File: src/rtl/coag_pkg.sv
// package of constants and types for the cpu operand address generator
package coag_pkg;

	// ------------------------------------------------------------
	// address space
	// ------------------------------------------------------------
	localparam int          ADDR_W          = 20;
	localparam logic [3:0]  HIGH_SEG        = 4'hf;
	localparam logic [19:0] SHORT_BASE      = 20'hffe20;
	localparam logic [19:0] SHORT_LAST      = 20'hfff1f;
	localparam logic [7:0]  SHORT_WRAP_FROM = 8'h20;
	localparam logic [11:0] SHORT_HI_LOW    = 12'hffe;
	localparam logic [11:0] SHORT_HI_HIGH   = 12'hfff;
	localparam logic [11:0] SFR_HI          = 12'hfff;
	localparam logic [19:0] RAM_BASE_DEF    = 20'hfef00;
	localparam logic [19:0] RAM_LAST_DEF    = 20'hffedf;

	// ------------------------------------------------------------
	// stack frame sizes
	// ------------------------------------------------------------
	localparam logic [15:0] SP_FRAME4 = 16'h0004;
	localparam logic [15:0] SP_FRAME2 = 16'h0002;
	localparam logic [15:0] SP_ONE    = 16'h0001;
	localparam logic [2:0]  LAST_IDX4 = 3'h3;
	localparam logic [2:0]  LAST_IDX2 = 3'h1;

	// ------------------------------------------------------------
	// register pair indices and byte register indices
	// ------------------------------------------------------------
	localparam logic [1:0] PAIR_FIRST  = 2'h0;
	localparam logic [1:0] PAIR_SECOND = 2'h1;
	localparam logic [1:0] PAIR_THIRD  = 2'h2;
	localparam logic [1:0] PAIR_FOURTH = 2'h3;
	localparam logic [2:0] REG_X       = 3'h0;
	localparam logic [2:0] REG_A       = 3'h1;
	localparam logic [2:0] REG_C       = 3'h2;
	localparam logic [2:0] REG_B       = 3'h3;

	// ------------------------------------------------------------
	// operand address modes
	// ------------------------------------------------------------
	typedef enum logic [3:0] {
		MODE_IMPLIED,
		MODE_REG8,
		MODE_REG16,
		MODE_DIRECT,
		MODE_SHORT_BYTE,
		MODE_SHORT_WORD,
		MODE_SFR_BYTE,
		MODE_SFR_WORD,
		MODE_INDIRECT,
		MODE_BASED_PAIR,
		MODE_BASED_SP,
		MODE_BASED_BYTEREG,
		MODE_BASED_WORDREG,
		MODE_BASED_INDEXED
	} coag_mode_type;

	// ------------------------------------------------------------
	// stack sequences
	// ------------------------------------------------------------
	typedef enum logic [2:0] {
		STK_PUSH,
		STK_POP,
		STK_CALL,
		STK_RET,
		STK_INTR,
		STK_RETURN_FROM_INTERRUPT
	} coag_stack_op_type;

endpackage

File: src/rtl/coag_stack_frame.sv
// stack frame sequencer: walks the byte slots of one stack operation
`timescale 1ns/1ps
`default_nettype none
module coag_stack_frame
	import coag_pkg::*;
(
	// clock and reset
	input  wire logic        clock,
	input  wire logic        sys_rst,
	// request
	input  wire logic        start,
	input  wire logic [2:0]  lastIdx,
	// slot walk
	output logic             busy,
	output logic [2:0]       slotIdx,
	output logic             slotValid,
	output logic             done
);

	logic [2:0] idx_r;
	logic [2:0] idx_nxt;
	logic [2:0] last_r;
	logic       busy_r;
	logic       busy_nxt;
	logic       done_r;
	wire  logic atLast = (idx_r == last_r);

	// ------------------------------------------------------------
	// next state
	// ------------------------------------------------------------
	// a new start is ignored while a frame is still walking
	assign busy_nxt = busy_r ? !atLast : start;
	assign idx_nxt  = busy_r ? (atLast ? 3'h0 : 3'(idx_r + 3'h1)) : 3'h0;

	// slot counter and frame length
	always_ff @(posedge clock) begin
		if (sys_rst) begin
			idx_r  <= 3'h0;
			last_r <= 3'h0;
			busy_r <= 1'b0;
			done_r <= 1'b0;
		end else begin
			idx_r  <= idx_nxt;
			busy_r <= busy_nxt;
			done_r <= busy_r && atLast;
			if (!busy_r && start) begin
				last_r <= lastIdx;
			end
		end
	end

	assign busy      = busy_r;
	assign slotIdx   = idx_r;
	assign slotValid = busy_r;
	assign done      = done_r;

endmodule
`default_nettype wire

File: src/rtl/coag_top.sv
// cpu operand address generator: data address forms and stack frames
// ------------------------------------------------------------
// ------------------------------------------------------------
// timing and limits
// ------------------------------------------------------------
// operand answer lands one cycle after opValid and holds until the next.
// register forms return a bank index; the core reads the bank itself.
// based sums wrap in sixteen bits, never carrying into the segment nibble.
// the based stack pointer form ignores the segment prefix.
// short direct and special register forms ignore the prefix as well.
// a stack op is taken only while stkBusy is low; a request while it is high is dropped.
// slot pulses come one per cycle once the op is taken; spNew follows the last.
// call frames pad their top byte with zero to keep a four-byte step.
// restores only place addresses; the core captures the returned bytes.
// the ram window is a parameter pair so a smaller part can shrink it.
// a stack slot outside the window is flagged, never corrected.
// the core must trap that flag: the bytes have already gone out.
`timescale 1ns/1ps
`default_nettype none
module coag_top
	import coag_pkg::*;
#(
	parameter logic [19:0] RAM_BASE = RAM_BASE_DEF,
	parameter logic [19:0] RAM_LAST = RAM_LAST_DEF
)(
	// clock and reset
	input  wire logic              clock,
	input  wire logic              sys_rst,
	// operand request from the core
	input  wire logic              opValid,
	input  wire coag_mode_type     opMode,
	input  wire logic              segPrefix,
	input  wire logic [2:0]        regSel,
	input  wire logic [1:0]        pairSel,
	input  wire logic [15:0]       immWord,
	input  wire logic [7:0]        immByte,
	input  wire logic              wordOffset,
	input  wire logic              useCReg,
	// register bank and segment
	input  wire logic [63:0]       bankRegs,
	input  wire logic [15:0]       stackPtr,
	input  wire logic [3:0]        extra_segment_reg,
	// stack request from the core
	input  wire logic              stkValid,
	input  wire coag_stack_op_type stkOp,
	input  wire logic [19:0]       pcValue,
	input  wire logic [7:0]        program_status_word,
	input  wire logic [15:0]       pushPair,
	// operand answer
	output logic                   addrValid,
	output logic [19:0]            operandAddr,
	output logic                   regOperand,
	output logic [2:0]             regIndex,
	output logic                   implicitMul,
	// stack bus and answer
	output logic                   stkBusy,
	output logic                   stkAccess,
	output logic                   stkWrite,
	output logic [19:0]            stkAddr,
	output logic [7:0]             stkWdata,
	output logic [15:0]            spNew,
	output logic                   spNewValid,
	output logic                   stkRangeErr
);

	// ------------------------------------------------------------
	// helpers
	// ------------------------------------------------------------
	// refuse an empty ram window
	if (RAM_LAST < RAM_BASE) begin : g_ramEmpty
		$error("coag_top: ram window is empty");
	end
	// stack slots always carry the top nibble, so the window must as well
	if ((RAM_BASE[19:16] != HIGH_SEG) || (RAM_LAST[19:16] != HIGH_SEG)) begin : g_ramSeg
		$error("coag_top: ram window outside the top region");
	end

	// byte register from bank, picked by a three-bit field
	function automatic logic [7:0] byteReg(input logic [63:0] bank, input logic [2:0] sel);
		byteReg = bank[{sel, 3'h0} +: 8];
	endfunction

	// pair from two neighbouring byte registers, low byte at even index
	function automatic logic [15:0] pairReg(input logic [63:0] bank, input logic [1:0] sel);
		pairReg = bank[{sel, 4'h0} +: 16];
	endfunction

	// upper nibble: segment register when prefixed, else the top region
	function automatic logic [3:0] segOf(input logic pre, input logic [3:0] seg);
		segOf = pre ? seg : HIGH_SEG;
	endfunction

	// ------------------------------------------------------------
	// operand address decode
	// ------------------------------------------------------------
	// bank pairs and segment nibble
	wire logic [3:0]  segHi    = segOf(segPrefix, extra_segment_reg);
	wire logic [15:0] pair2    = pairReg(bankRegs, PAIR_SECOND);
	wire logic [15:0] pair3    = pairReg(bankRegs, PAIR_THIRD);
	wire logic [15:0] pair4    = pairReg(bankRegs, PAIR_FOURTH);
	// index byte and based offset pickers
	wire logic [7:0]  idxByte  = useCReg ? byteReg(bankRegs, REG_C) : byteReg(bankRegs, REG_B);
	wire logic [15:0] offWord  = wordOffset ? immWord : {8'h00, immByte};
	// only the third or fourth pair may act as a pointer
	wire logic [15:0] ptrPair  = pairSel[0] ? pair4 : pair3;
	// sums stay 16 bits wide so a carry never leaks into the segment
	wire logic [15:0] sumPair  = 16'(ptrPair + {8'h00, immByte});
	wire logic [15:0] sumSp    = 16'(stackPtr + offWord);
	wire logic [15:0] sumBreg  = 16'(immWord + {8'h00, idxByte});
	wire logic [15:0] sumWreg  = 16'(immWord + pair2);
	wire logic [15:0] sumIdx   = 16'(pair4 + {8'h00, idxByte});
	// short direct: offsets 20h..ffh sit in page fe, 00h..1fh in page ff
	wire logic [11:0] shortHi  = (immByte >= SHORT_WRAP_FROM) ? SHORT_HI_LOW : SHORT_HI_HIGH;
	wire logic [19:0] shortAdr = {shortHi, immByte};
	wire logic [19:0] sfrAdr   = {SFR_HI, immByte};

	// ------------------------------------------------------------
	// mode select
	// ------------------------------------------------------------
	logic [19:0] addr_nxt;
	logic        isReg_nxt;
	logic [2:0]  regIdx_nxt;
	logic        isMul_nxt;

	// mode select; register forms return a bank index instead of an address
	always_comb begin
		addr_nxt   = 20'h00000;
		isReg_nxt  = 1'b0;
		regIdx_nxt = 3'h0;
		isMul_nxt  = 1'b0;
		case (opMode)
			MODE_IMPLIED: begin
				isMul_nxt  = 1'b1;
				isReg_nxt  = 1'b1;
				regIdx_nxt = REG_A;
			end
			MODE_REG8: begin
				isReg_nxt  = 1'b1;
				regIdx_nxt = regSel;
			end
			MODE_REG16: begin
				isReg_nxt  = 1'b1;
				regIdx_nxt = {pairSel, 1'b0};
			end
			MODE_DIRECT:        addr_nxt = {segHi, immWord};
			MODE_SHORT_BYTE:    addr_nxt = shortAdr;
			MODE_SHORT_WORD:    addr_nxt = {shortAdr[19:1], 1'b0};
			MODE_SFR_BYTE:      addr_nxt = sfrAdr;
			MODE_SFR_WORD:      addr_nxt = {sfrAdr[19:1], 1'b0};
			MODE_INDIRECT:      addr_nxt = {segHi, ptrPair};
			MODE_BASED_PAIR:    addr_nxt = {segHi, sumPair};
			// the stack lives in the top region, so no prefix here
			MODE_BASED_SP:      addr_nxt = {HIGH_SEG, sumSp};
			MODE_BASED_BYTEREG: addr_nxt = {segHi, sumBreg};
			MODE_BASED_WORDREG: addr_nxt = {segHi, sumWreg};
			MODE_BASED_INDEXED: addr_nxt = {segHi, sumIdx};
			default:            addr_nxt = 20'h00000;
		endcase
	end

	// ------------------------------------------------------------
	// operand answer register
	// ------------------------------------------------------------
	logic        addrValid_r;
	logic [19:0] operandAddr_r;
	logic        regOperand_r;
	logic [2:0]  regIndex_r;
	logic        implicitMul_r;

	// operand answer register, one cycle after the request
	always_ff @(posedge clock) begin
		if (sys_rst) begin
			addrValid_r   <= 1'b0;
			operandAddr_r <= 20'h00000;
			regOperand_r  <= 1'b0;
			regIndex_r    <= 3'h0;
			implicitMul_r <= 1'b0;
		end else begin
			addrValid_r <= opValid;
			if (opValid) begin
				operandAddr_r <= addr_nxt;
				regOperand_r  <= isReg_nxt;
				regIndex_r    <= regIdx_nxt;
				implicitMul_r <= isMul_nxt;
			end
		end
	end

	// outputs come straight from their flops
	assign addrValid   = addrValid_r;
	assign operandAddr = operandAddr_r;
	assign regOperand  = regOperand_r;
	assign regIndex    = regIndex_r;
	assign implicitMul = implicitMul_r;

	// ------------------------------------------------------------
	// stack sequencing
	// ------------------------------------------------------------
	coag_stack_op_type op_r;
	logic [15:0]       sp_r;
	logic [31:0]       frame_r;
	logic              seqBusy;
	logic [2:0]        seqIdx;
	logic              seqValid;
	logic              seqDone;

	// request decode: the incoming op picks frame contents and length
	wire logic accept    = stkValid && !seqBusy;
	wire logic reqIntr   = (stkOp == STK_INTR);
	wire logic reqCall   = (stkOp == STK_CALL);
	wire logic shortOp   = (stkOp == STK_PUSH) || (stkOp == STK_POP);
	// held op decode: steers direction and pointer step during the walk
	wire logic isWriteOp = (op_r == STK_PUSH) || (op_r == STK_CALL) || (op_r == STK_INTR);
	wire logic heldShort = (op_r == STK_PUSH) || (op_r == STK_POP);

	// ------------------------------------------------------------
	// stack frame contents
	// ------------------------------------------------------------
	// interrupt frame: status, pc[19:16], pc[15:8], pc[7:0] at sp-1..sp-4
	wire logic [31:0] intrFrame = {program_status_word, 4'h0, pcValue[19:16],
		pcValue[15:8], pcValue[7:0]};
	// call frame: pc low at sp-4 upward, top byte left zero
	wire logic [31:0] callFrame = {8'h00, 4'h0, pcValue[19:16],
		pcValue[15:8], pcValue[7:0]};
	wire logic [31:0] pushFrame = {pushPair[15:8], pushPair[7:0], 16'h0000};
	wire logic [31:0] frameSel = reqIntr ? intrFrame :
		reqCall ? callFrame : pushFrame;
	// frame bytes leave highest first, so slot 0 takes the top byte
	wire logic [1:0]  laneSel = 2'(LAST_IDX4 - seqIdx[1:0]);
	wire logic [7:0]  wrByte  = frame_r[{laneSel, 3'h0} +: 8];

	// ------------------------------------------------------------
	// stack slot addressing
	// ------------------------------------------------------------
	// bytes moved per op set the pointer step
	wire logic [15:0] frameLen = heldShort ? SP_FRAME2 : SP_FRAME4;
	// writes walk downward from sp-1; reads walk upward from sp
	wire logic [15:0] slotOff = 16'({13'h0000, seqIdx});
	wire logic [15:0] wrAdr16 = 16'(sp_r - SP_ONE - slotOff);
	wire logic [15:0] rdAdr16 = 16'(sp_r + slotOff);
	wire logic [15:0] curAdr16 = isWriteOp ? wrAdr16 : rdAdr16;
	wire logic [19:0] curAdr  = {HIGH_SEG, curAdr16};
	// pointer after the walk: down for saves, up for restores
	wire logic [15:0] spDone  = isWriteOp ? 16'(sp_r - frameLen) : 16'(sp_r + frameLen);
	// a slot outside the ram window marks the whole op
	wire logic        inRam   = (curAdr >= RAM_BASE) && (curAdr <= RAM_LAST);

	// ------------------------------------------------------------
	// slot sequencer
	// ------------------------------------------------------------
	coag_stack_frame u_frame (
		.clock     (clock),
		.sys_rst   (sys_rst),
		.start     (accept),
		.lastIdx   (shortOp ? LAST_IDX2 : LAST_IDX4),
		.busy      (seqBusy),
		.slotIdx   (seqIdx),
		.slotValid (seqValid),
		.done      (seqDone)
	);

	// ------------------------------------------------------------
	// stack outputs
	// ------------------------------------------------------------
	logic        stkAccess_r;
	logic        stkWrite_r;
	logic [19:0] stkAddr_r;
	logic [7:0]  stkWdata_r;
	logic [15:0] spNew_r;
	logic        spNewValid_r;
	logic        stkRangeErr_r;

	// capture request, then register each byte slot onto the memory side
	always_ff @(posedge clock) begin
		if (sys_rst) begin
			op_r          <= STK_PUSH;
			sp_r          <= 16'h0000;
			frame_r       <= 32'h00000000;
			stkAccess_r   <= 1'b0;
			stkWrite_r    <= 1'b0;
			stkAddr_r     <= 20'h00000;
			stkWdata_r    <= 8'h00;
			spNew_r       <= 16'h0000;
			spNewValid_r  <= 1'b0;
			stkRangeErr_r <= 1'b0;
		end else begin
			if (accept) begin
				op_r    <= stkOp;
				sp_r    <= stackPtr;
				frame_r <= frameSel;
			end
			stkAccess_r  <= seqValid;
			stkWrite_r   <= seqValid && isWriteOp;
			stkAddr_r    <= seqValid ? curAdr : 20'h00000;
			stkWdata_r   <= (seqValid && isWriteOp) ? wrByte : 8'h00;
			spNewValid_r <= seqDone;
			if (seqDone) begin
				spNew_r <= spDone;
			end
			// sticky until the next operation begins; set wins over clear
			// so an error in the last slot is never lost to a new request
			if (seqValid && !inRam) begin
				stkRangeErr_r <= 1'b1;
			end else if (accept) begin
				stkRangeErr_r <= 1'b0;
			end
		end
	end

	// stack side outputs, all registered
	assign stkBusy     = seqBusy;
	assign stkAccess   = stkAccess_r;
	assign stkWrite    = stkWrite_r;
	assign stkAddr     = stkAddr_r;
	assign stkWdata    = stkWdata_r;
	assign spNew       = spNew_r;
	assign spNewValid  = spNewValid_r;
	assign stkRangeErr = stkRangeErr_r;

endmodule
`default_nettype wire

File: config.mk
export PLATFORM = sky130hd
export DESIGN_NAME = coag_top
export DESIGN_NICKNAME = d
export VERILOG_FILES = /design/src/rtl/coag_pkg.sv /design/src/rtl/coag_stack_frame.sv /design/src/rtl/coag_top.sv
export SDC_FILE = /design/constraint.sdc
export NUM_CORES = 1
export LEC_CHECK = 0
export BUFFER_PORTS_ARGS = -buffer_cell sky130_fd_sc_hd__buf_2
export CAP_MARGIN = 25
export CORE_MARGIN = 2
export CORE_UTILIZATION = 59
export DETAILED_ROUTE_END_ITERATION = 10
export PLACE_DENSITY = 0.88
export SLEW_MARGIN = 0
export SYNTH_ARGS = -nofsm -noshare
export SYNTH_HDL_FRONTEND = slang
export SYNTH_SLANG_ARGS = --single-unit
File: constraint.sdc
create_clock -name clock -period 10.7 [get_ports clock]
set_input_delay 1.07 -clock clock [delete_from_list [all_inputs] [get_ports clock]]
set_output_delay 1.07 -clock clock [all_outputs]
set_load 0.03 [all_outputs]
==> results by group <==
Clock network
  • Clock Tree Root: clkbuf_16
  • Htree depth: 4
  • CTS Hold Bufs: 0
  • Setup bufs post-CTS: 0
  • Reg clk slew, reported paths: roughly 70 ps
  • Max clock buf depth: 2
  • Post_cts resized: 0
  • Total CTS buffers: 17
  • Clock sink count: 128
  • CTS tree: done
  • Worst-Skew Late Latency: 430 ps

Power and ir drop
  • Psw: 0.546 mW
  • Worst IR Drop VDD: about 120 uV
  • Sequential Power Share: 33.5%
  • Int Pwr: 1.03 mW
  • Tot Pwr: 1.57 mW
  • Leakage power: ~5.0 nW
  • Clock power share: between 30% and 40%
  • Combinational power share: 30.4%
  • Pwr Density: between 100 and 150 nW/um^2
  • Sw Ratio: 34.7%

Finish
  • Ratio of cells with drive above 1 in the final layout: 22.8%
  • Layout Cells excl Fill: 1609
  • Fill cell count: 1230
  • Register area: 2560 sq um
  • Final core occ: a little under three quarters
  • Final #Nets: 1621
  • Multi-input combinational cell area: approximately 6600 sq um
  • Area Overhead vs Synth: 19.0%
  • Fin area: 11300 sq um

Place
  • Pre-CTS setup slack: 6070 ps
  • RePlAce Congestion: 0.955
  • Hpwl dp: roughly 22000 um
  • IO buf count: between 200 and 250
  • Post-Place Cells: 1572
  • Placed standard-cell area: 10700 sq um

GRT
  • Vias in the first global route: 9061
  • GRT Residual Overflow: 0
  • Global Route Usage Sum: around a third
  • Initial antenna violation count: 3
  • Largest net degree at the start of global routing: 70
  • Global-route wire length before repair: around 45000 um

Synthesis
  • Synth Warn #: 0
  • Yosys reg bits: 128
  • Post-synth ARST share: 0%
  • Mapped cell area: around 9500 sq um
  • Count leader, synth: nor2_1
  • Synth top area cells: dfxtp_1 27%, ha_1 9.0%, nor2_1 5.2%, nand2_1 4.9%, xnor2_1 4.1%
  • Sequential area share after synthesis: 27.0%
  • Average size of a mapped cell: 8.02 sq um
  • Dominant synthesized flop cell: dfxtp_1
  • Syn Inst Count: 1184
  • Top cell type by total area after synthesis: dfxtp_1
  • Top-area cell type share of the netlist area: 27.0%
  • Post-synth EDFFs: 0
  • Synth top cells by count: 131 x nor2_1, 128 x dfxtp_1, 124 x nand2_1
  • Syn_nets: 1429
  • Unique masters post-synth: 74

Floorplan
  • Core Region: approximately 16000 sq um
  • DIE HEIGHT: 131 um
  • Top Ports: 246
  • Die ar.: 17100 sq um
  • Starting density of the core: around three fifths
  • DIE WIDTH: 131 um
  • # rows: 46

STA
  • WHS: 455 ps
  • Unrepaired setup endpoints after global routing: false
  • Rel. slew slack: 33.5%
  • Period utilization: 40.1%
  • Final WS setup: 6410 ps
  • Max-slew violations: 0
  • Max Clk Rate: 233 MHz
  • Final hold violations: 0
  • Setup TNS: 0 ps
  • Min cycle time layout: 4290 ps
  • Clock Skew: 9.79 ps
  • Worst Max-Slew Pin Slew: 995 ps
  • Finish-stage setup viols: 0

Drt
  • DR pass1 iterations: 9
  • Vias per Instance: 6.14
  • Average wire per standard cell: 17.7 um
  • DR DRC count: 0
  • Wirelength, routed: 28500 um
  • Vias: 9886
  • Initial DRC count: 1024
  • Post-DRT Antenna Nets: 0

Setup path
  • Crit. End Element: register
  • Worst r2r src: op_r[0]
  • Startpoint Class: input port
  • Critical Path AT: 4570 ps
  • Worst setup path start: opMode[1]
  • Worst-path fanout max: 15
  • CP required: approximately 11000 ps
  • Setup CP Type: in2reg

Run
  • Max_cap viols: 0

Hold path
  • Hold Crit Start: frame_r[21]
  • Hold Path Class: reg2reg

Outcome
  • Status: complete, no violations
==> area by class of cell <==
cell class / count / share of cell area (%)
Multi-Input combinational cell: 965 / 58.2
Sequential cell: 128 / 22.7
Timing Repair Buffer: 238 / 10.7
Clock buffer: 18 / 3.80
Tap cell: 216 / 2.39
Clock inverter: 14 / 1.29
Inverter: 26 / 0.863
Antenna cell: 4 / 0.0885
==> kinds of logic after synthesis <==
group | after synthesis | share of synthesized area [%]
flops | 128 | 27.0
compound gates | 301 | 21.9
fa+ha+maj | 74 | 10.2
buf+inv | 91 | 3.81
mux | 59 | 7.61
xor+xnor | 76 | 7.01
simple gates | 455 | 22.5
==> path summary, 6_finish.rpt <==
kind                     end  slack, ps  cells after the start
max          operandAddr[12]       6410                     18
min              frame_r[21]        460                      2
max reg2reg        spNew[14]       6720                     11
min reg2reg      frame_r[21]        460                      2
==> worst max-delay path, stage by stage <==
cell      delay, ps
buf_2           170
nand2b_1        330
nor2_1          170
buf_4           230
nand2_1          80
nand2_1          60
ha_1            180
inv_1            60
fa_1            400
nor2b_1         130
o21ai_0         110
a21oi_1         220
o21ai_0         270
nor2_1          250
a21oi_1         120
a221o_1         380
a221oi_1        230
nor3_1           90
==> power groups by stage <==
stage	Clock [mW]	Combinational [mW]	Sequential [mW]
after floorplan	0	0.317	0.555
after global placement	0	0.453	0.535
after detailed placement	0	0.463	0.536
after CTS	0.570	0.469	0.526
after global routing	0.594	0.524	0.529
final	0.569	0.477	0.526
==> per-layer routing <==
layer	wire length (um)	vias to the layer above	track usage [%]
li1	-	4704	-
met1	11700	4506	42.6
met2	13200	581	55.1
met3	2540	95	5.29
met4	1110	0	13.7
met5	0	-	0
==> cell usage in the layout (no fill, tap or decap), types with 8 or more instances in the layout <==
cell type  instances
buf_2            229
or3_1             10
a21o_1            11
o221ai_1           9
mux4_2             8
dfxtp_1          128
xnor2_1           45
nand3_1           33
a31oi_1           12
o22ai_1           15
o21ai_0           43
nor2b_1           32
nor3_1            43
mux2i_1           25
mux2_2            26
a22o_1            26
nand2_1          124
and3_1            22
clkbuf_16         17
xor2_1            31
and2_1            17
buf_4              8
inv_1             26
a211oi_1          14
a21oi_1           77
nand2b_1          21
a221oi_1          15
nor2_1           131
ha_1              68
o21a_1             9
==> flip-flops by register name (all words and copies together), names as in the netlist, 2 cells and up <==
| name | flops |
|---|---|
| frame_r | 32 |
| op_r | 3 |
| stkWdata | 8 |
| stkAddr | 17 |
| operandAddr | 20 |
| regIndex | 3 |
| spNew | 16 |
| u_frame.slotIdx | 3 |
| u_frame.last_r | 2 |
| sp_r | 16 |
(Power assumes the default switching activity.)
